==> src/hdl/physt_pkg.sv <==
// Constants and carrier types for the strap capture and condition registers.
// Assumes one 25 MHz core clock and a synchronous active-high reset.

package physt_pkg;

  // ----------------------------------------------------------------
  // Register offsets
  // ----------------------------------------------------------------
  localparam logic [4:0] OFF_STRAP = 5'h10;
  localparam logic [4:0] OFF_COND  = 5'h11;

  // ----------------------------------------------------------------
  // Strap capture register fields
  // ----------------------------------------------------------------
  localparam int SB_AN    = 15;
  localparam int SB_DUP   = 14;
  localparam int SB_SPD   = 12;
  localparam int SB_NC    = 10;
  localparam int SB_MCLK  = 7;
  localparam int SB_XOVER = 6;
  localparam int SB_MULTI = 5;
  localparam int SB_ADDR  = 0;

  // ----------------------------------------------------------------
  // Condition register fields
  // ----------------------------------------------------------------
  localparam int CB_POL   = 12;
  localparam int CB_PD    = 11;
  localparam int CB_XOVER = 10;
  localparam int CB_FIFO  = 9;
  localparam int CB_SLB   = 7;
  localparam int CB_DLB   = 6;
  localparam int CB_NCO   = 5;
  localparam int CB_SPD   = 3;
  localparam int CB_LINK  = 2;
  localparam int CB_FDX   = 1;
  localparam int CB_MST   = 0;

  // ----------------------------------------------------------------
  // Types and reset values
  // ----------------------------------------------------------------
  typedef struct packed {
    logic       an_enable;
    logic       duplex;
    logic [1:0] speed;
    logic       nc_mode;
    logic       mac_clk_enable;
    logic       auto_crossover_strap;
    logic       multi_port;
    logic [4:0] station_address_straps;
  } physt_strap_t;

  typedef struct packed {
    logic [3:0] pair_polarity_flags;
    logic       power_down;
    logic       crossover_state;
    logic       fifo_overflow;
    logic       fifo_underrun;
    logic       shallow_loopback;
    logic       deep_loopback;
    logic       nc_only;
    logic [1:0] speed;
    logic       link_up;
    logic       full_duplex;
    logic       master;
  } physt_cond_t;

  typedef struct packed {
    logic [4:0]  addr;
    logic [15:0] wdata;
    logic        wr;
    logic        rd;
  } physt_req_t;

  localparam physt_strap_t STRAP_RST = 13'h18c1;
  localparam logic [15:0]  RDATA_RST = 16'h0000;

endpackage

==> src/hdl/physt_sync.sv <==
// Two-stage synchroniser for the strap pins.
// Assumes the pins are quasi-static levels from outside the clock domain.

`timescale 1ns/10ps

module physt_sync
  import physt_pkg::*;
(
  // Clock
  input  wire logic         clk,
  // Pin levels in, synchronised levels out
  input  wire physt_strap_t d,
  output physt_strap_t      q
);

  // ----------------------------------------------------------------
  // Synchroniser
  // ----------------------------------------------------------------
  // No reset here: the chain must keep tracking the pins during reset.
  physt_strap_t meta_r;

  always_ff @(posedge clk)
  begin
    meta_r <= d;
  end

  always_ff @(posedge clk)
  begin
    q <= meta_r;
  end

endmodule

==> src/hdl/physt_sticky.sv <==
// Sticky flag: set by an event, cleared by a second event.
// Assumes set and clear come from logic on the same clock.

`timescale 1ns/10ps

module physt_sticky
(
  // Clock and reset
  input  wire logic clk,
  input  wire logic rst,
  // Events
  input  wire logic set,
  input  wire logic clr,
  // Flag
  output logic      flag_r
);

  // ----------------------------------------------------------------
  // Flag
  // ----------------------------------------------------------------
  // A set in the clearing cycle wins, so no error is ever lost.
  always_ff @(posedge clk)
  begin
    if (rst)
    begin
      flag_r <= 1'b0;
    end
    else if (set)
    begin
      flag_r <= 1'b1;
    end
    else if (clr)
    begin
      flag_r <= 1'b0;
    end
  end

endmodule

==> src/hdl/physt_regs.sv <==
// Strap capture and condition registers of the transceiver.
// Assumes strap pins are asynchronous and core condition inputs share clk.
//
// Function
// - Strap capture register is read-only; only restrap plus reset changes it.
// - Bit 15 holds autonegotiation strap, default for control bit 12.
// - Bit 14 holds duplex strap, default for control bit 8.
// - Bits 13:12 hold speed straps, default 00, for control bits 6, 13.
// - Bit 10 holds non-compliant strap, default for bit 9 of 0x12.
// - Bit 7 holds the MAC clock output enable strap.
// - Bit 6 holds auto crossover strap, default for bit 15 of 0x12.
// - Bit 5 holds multi-port strap, default for bit 10 of 0x09.
// - Bits 4:0 hold station address straps, default 00001.
// - Reserved bits read zero; software writes zero and ignores them.
// - Condition bits 15:12 flag reversed polarity on pairs A to D.
// - Condition bit 11 reads one during power down.
// - Condition bit 10 shows actual pairing, one for cross-over.
// - Condition bit 9 sets on FIFO overflow or underrun, clears on link loss.
// - Condition bit 7 reads one during shallow loopback.
// - Condition bit 6 reads one during deep loopback.
// - Condition bit 5 reads one when detecting only non-compliant mode.
// - Condition bits 4:3 give resolved speed: 10, 01, 00; 11 reserved.
// - Condition bit 2 reads one with a good link.
// - Condition bit 1 reads one in full duplex.
// - Condition bit 0 reads one as master.

`timescale 1ns/10ps

module physt_regs
  import physt_pkg::*;
(
  // Clock and reset
  input  wire logic         clk,
  input  wire logic         rst,
  // Strap pins, asynchronous levels
  input  wire physt_strap_t strap_pins,
  // Core condition, on clk
  input  wire physt_cond_t  cond_in,
  // Register port
  input  wire physt_req_t   req,
  output logic [15:0]       rdata_r,
  // Captured straps, used as control register reset defaults
  output physt_strap_t      strap_r
);

  // ----------------------------------------------------------------
  // Word assembly
  // ----------------------------------------------------------------
  function automatic logic [15:0] strap_word(input physt_strap_t s);
    logic [15:0] w;
    w = 16'h0000;
    w[SB_AN] = s.an_enable;
    w[SB_DUP] = s.duplex;
    w[SB_SPD+:2] = s.speed;
    w[SB_NC] = s.nc_mode;
    w[SB_MCLK] = s.mac_clk_enable;
    w[SB_XOVER] = s.auto_crossover_strap;
    w[SB_MULTI] = s.multi_port;
    w[SB_ADDR+:5] = s.station_address_straps;
    return w;
  endfunction

  // Power down shares the reserved slot 11; it is a real state bit.
  function automatic logic [15:0] cond_word(input physt_cond_t c, input logic fe);
    logic [15:0] w;
    w = 16'h0000;
    w[CB_POL+:4] = c.pair_polarity_flags;
    w[CB_PD] = c.power_down;
    w[CB_XOVER] = c.crossover_state;
    w[CB_FIFO] = fe;
    w[CB_SLB] = c.shallow_loopback;
    w[CB_DLB] = c.deep_loopback;
    w[CB_NCO] = c.nc_only;
    w[CB_SPD+:2] = c.speed;
    w[CB_LINK] = c.link_up;
    w[CB_FDX] = c.full_duplex;
    w[CB_MST] = c.master;
    return w;
  endfunction

  // ----------------------------------------------------------------
  // Strap capture
  // ----------------------------------------------------------------
  physt_strap_t pins_s;
  logic         rst_q;
  logic         release_s;

  physt_sync u_sync
  (
    .clk (clk),
    .d   (strap_pins),
    .q   (pins_s)
  );

  always_ff @(posedge clk)
  begin
    if (rst)
    begin
      rst_q <= 1'b1;
    end
    else
    begin
      rst_q <= 1'b0;
    end
  end

  assign release_s = rst_q & ~rst;

  // Writes never reach this register; only reset and a new capture change it.
  always_ff @(posedge clk)
  begin
    if (rst)
    begin
      strap_r <= STRAP_RST;
    end
    else if (release_s)
    begin
      strap_r <= pins_s;
    end
  end

  // ----------------------------------------------------------------
  // Condition tracking
  // ----------------------------------------------------------------
  physt_cond_t cond_r;
  logic        fifo_err;
  logic        fifo_evt;
  logic        link_lost;

  always_ff @(posedge clk)
  begin
    if (rst)
    begin
      cond_r <= '0;
    end
    else
    begin
      cond_r <= cond_in;
    end
  end

  assign fifo_evt  = cond_in.fifo_overflow | cond_in.fifo_underrun;
  assign link_lost = cond_r.link_up & ~cond_in.link_up;

  physt_sticky u_fifo_err
  (
    .clk    (clk),
    .rst    (rst),
    .set    (fifo_evt),
    .clr    (link_lost),
    .flag_r (fifo_err)
  );

  // ----------------------------------------------------------------
  // Read port
  // ----------------------------------------------------------------
  // Data stand for exactly one cycle; writes are accepted and dropped.
  always_ff @(posedge clk)
  begin
    if (rst)
    begin
      rdata_r <= RDATA_RST;
    end
    else if (req.rd)
    begin
      case (req.addr)
        OFF_STRAP: rdata_r <= strap_word(strap_r);
        OFF_COND:  rdata_r <= cond_word(cond_r, fifo_err);
        default:   rdata_r <= RDATA_RST;
      endcase
    end
    else
    begin
      rdata_r <= RDATA_RST;
    end
  end
endmodule

==> config.mk <==
export PLATFORM = sky130hd
export DESIGN_NAME = physt_regs
export DESIGN_NICKNAME = d
export VERILOG_FILES = /design/src/hdl/physt_pkg.sv /design/src/hdl/physt_sync.sv /design/src/hdl/physt_sticky.sv /design/src/hdl/physt_regs.sv
export SDC_FILE = /design/constraint.sdc
export NUM_CORES = 1
export LEC_CHECK = 0
export ABC_AREA = 1
export BUFFER_PORTS_ARGS = -buffer_cell sky130_fd_sc_hd__buf_2
export CORE_MARGIN = 2
export CORE_UTILIZATION = 44
export CTS_BUF_LIST = sky130_fd_sc_hd__clkbuf_4 sky130_fd_sc_hd__clkbuf_8
export CTS_CLUSTER_SIZE = 14
export DETAILED_ROUTE_END_ITERATION = 8
export PLACE_DENSITY = 0.83
export SLEW_MARGIN = 30
export SYNTH_ARGS = -nofsm -noshare
export SYNTH_HDL_FRONTEND = slang
export SYNTH_SLANG_ARGS = --single-unit
==> constraint.sdc <==
create_clock -name clk -period 2.57 [get_ports clk]
set_input_delay 0.3855 -clock clk [delete_from_list [all_inputs] [get_ports clk]]
set_output_delay 0.3855 -clock clk [all_outputs]
set_load 0.01 [all_outputs]
==> impl_results.md <==
* PortBufs at 64
* Worst Tran Pin Value at 0.5520 ns
* # hold bufs at CTS at 0
* Initial antenna violation count at 0
* Via-to-Cell Ratio at 4.854
* Die Wd at 72.69 µm
* WL per Instance at 12.73 µm
* FP Rows at 24
* # diodes at 0
* Final setup viols at 0
* Internal power at 1.902 mW
* Switching share of power at 19.93%
* Max Slew Vio Count at 0
* H-tree level count at 3
* Worst VDD drop at 0.0004714 V
* TritonCTS clock tree: yes
* CTS clk-pin slew, worst paths at 0.07 ns
* Setup TNS at 0 ns
* Core footprint at 4444 µm²
* # DRC at 0
* Commonest non-fill, non-tap cells in the layout: dfxtp_1 (70), buf_2 (64), nor2_1 (31)
* Skew final at 0.006533 ns
* Psw at 0.4734 mW
* FF+latch count, synth at 70
* Crit path DAT at 0.86 ns
* Crit end category: output port
* Bufs and invs on worst path at 1
* Clock tree buffer depth at 2
* Largest net degree at the start of global routing at 28
* Fin crit period at 1.249 ns
* Area growth from synthesis to layout at 26.46%
* Share of power burned in registers at 48.7%
* Drt first pass iters at 4
* CTS root buf: clkbuf_8
* Post-synthesis cell type count at 19
* Die Y at 72.69 µm
* Hpwl dp at 2.737 mm
* Combinational power share at 5.0%
* Wire length of the first global-routing pass at 6.775 mm
* YS warnings at 0
* Status: finished clean
* Inserted Clock Buffers at 9
* Routed WL at 4.112 mm
* # fillers at 394
* Resized Gates After CTS at 0
* Critical path's largest stage delay at 0.37 ns
* Cell count after synthesis at 205
* Max Fanout on Critical Path at 3
* Final nets at 320
* GRT Overall Usage at 17.50%
* Max-slew headroom at 63.11%
* DP Area at 2369 µm²
* Max Cap Viol at 0
* Detail Route Antenna Nets at 0
* Worst skew pair latency at 0.34 ns
* Worst Setup Start Kind: register
* CP top delay family: flip-flops
* Layout cells sized above 1 at 31.37%
* Area of the multi-input gates at 518.0 µm²
* Top post-synthesis cells by area: dfxtp_1 (68%), nand4_1 (7.8%), nor2_1 (5.6%)
* Post-synthesis sequential area ratio at 67.51%
* Vias in the first global route at 1492
* Avg Cell Area, Syn at 10.13 µm²
* Largest area contributor in the netlist: dfxtp_1
* Number of setup buffers added after CTS at 0
* CTS Sinks at 70
* Post-Layout Inst Area at 2625 µm²
* Mapped Area at 2076 µm²
* WP data required at 2.18 ns
* Clock share of power at 46.3%
* Commonest non-fill, non-tap cell in the layout: dfxtp_1
* Reg area at 1401 µm²
* GR Overflow Total at 0
* PD cells at 904.9 nW/µm²
* Syn nets at 259
* Die Area at 5283 µm²
* LEAKAGE at 1.227 nW
* Final period utilization at 48.59%
* CP Cell Sequence: buf_2
* Max Freq at 0.8008 GHz
* IO Pins at 83
* Hold WC Path Type: input pin to register
* DR vias at 1568
* Routability Congestion at 0.7975
* Crit path max-delay cell type: dfxtp_1
* Crit Path Category: register to output port
* Post-synth top area share at 67.51%
* Initial DRC Count at 101
* Hold Violations, Final at 0
* RSZ-0062 raised after global routing: no
* Initial core utilization at 46.71%
## cell families after synthesis
family | count (synthesis) | share of synthesized area, %
buf+inv | 31 | 7.534
compound gates | 22 | 5.305
flops | 70 | 67.51
simple gates | 81 | 19.47
other cells | 1 | 0.1807
## metrics by stage
step	setup slack [ns]	hold slack [ns]	cells	util, %	total power [mW]
2_1_floorplan	1.551	0.3096	205	-	1.250
3_3_place_gp	1.181	0.3117	307	53.29	1.296
3_5_place_dp	1.148	0.3121	307	53.29	1.300
4_1_cts	1.292	0.1220	323	59.07	2.397
5_1_grt	1.166	0.1241	323	59.07	2.466
6_report	1.321	0.1390	323	59.07	2.375
## layout make-up
| cell class | count | area share [%] |
|---|---|---|
| sequential | 70 | 53.38 |
| multi-input combinational | 104 | 19.73 |
| clock inverter | 3 | 3.432 |
| inverter | 17 | 2.431 |
| timing repair buffer | 64 | 12.20 |
| clock buffer | 13 | 6.339 |
| tap | 52 | 2.479 |
## worst reg2reg max path: stages (launching register included)
cell and delay (ns):
dfxtp_1 0.59, inv_1 0.31, nor2_1 0.17, nor2_1 0.06
## worst paths after layout
check                                       from  slack (ns)                to  depth (start not counted)
worst min register to register  u_sync.meta_r[1]        0.32       u_sync.q[1]                          0
worst min-delay path               strap_pins[2]        0.14  u_sync.meta_r[2]                          1
worst max-delay path                 strap_r[12]        1.32       strap_r[12]                          1
worst max register to register             rst_q        1.34        strap_r[9]                          3
## power by group through the flow
stage | Sequential [mW] | Clock (mW) | Combinational (mW)
final | 1.16 | 1.10 | 0.118
after global routing | 1.16 | 1.17 | 0.133
after CTS | 1.16 | 1.12 | 0.120
after detailed placement | 1.18 | 0 | 0.118
after global placement | 1.18 | 0 | 0.115
after floorplan | 1.18 | 0 | 0.0669
## flip-flops by register name, summed over array words and instances (netlist names)
| signal | flops |
|---|---|
| u_sync.meta_r | 13 |
| strap_r | 13 |
| u_sync.q | 13 |
| rst_q | 1 |
| cond_r | 14 |
| rdata_r | 15 |
| u_fifo_err.flag_r | 1 |
## cell usage after synthesis
cell,instances
clkbuf_1,1
nor2_1,31
nor2_4,2
nand2_2,1
conb_1,1
inv_2,1
nand3_1,6
buf_2,7
nor2_2,1
dfxtp_1,70
buf_6,3
o21ai_0,8
inv_1,16
nand4_1,26
clkbuf_2,1
buf_4,2
a21oi_1,14
nand2_1,12
nor3b_1,2
## metal layers
metal  up-vias  global-route usage (%)  part of all wire (%)
li1        792                       -                     -
met1       714                   19.72                    43
met2        53                   27.68                    48
met3         9                   6.768                   6.6
met4         0                   11.11                   2.2
met5         -                       0                     0
Power figures use the tool's default switching activity.
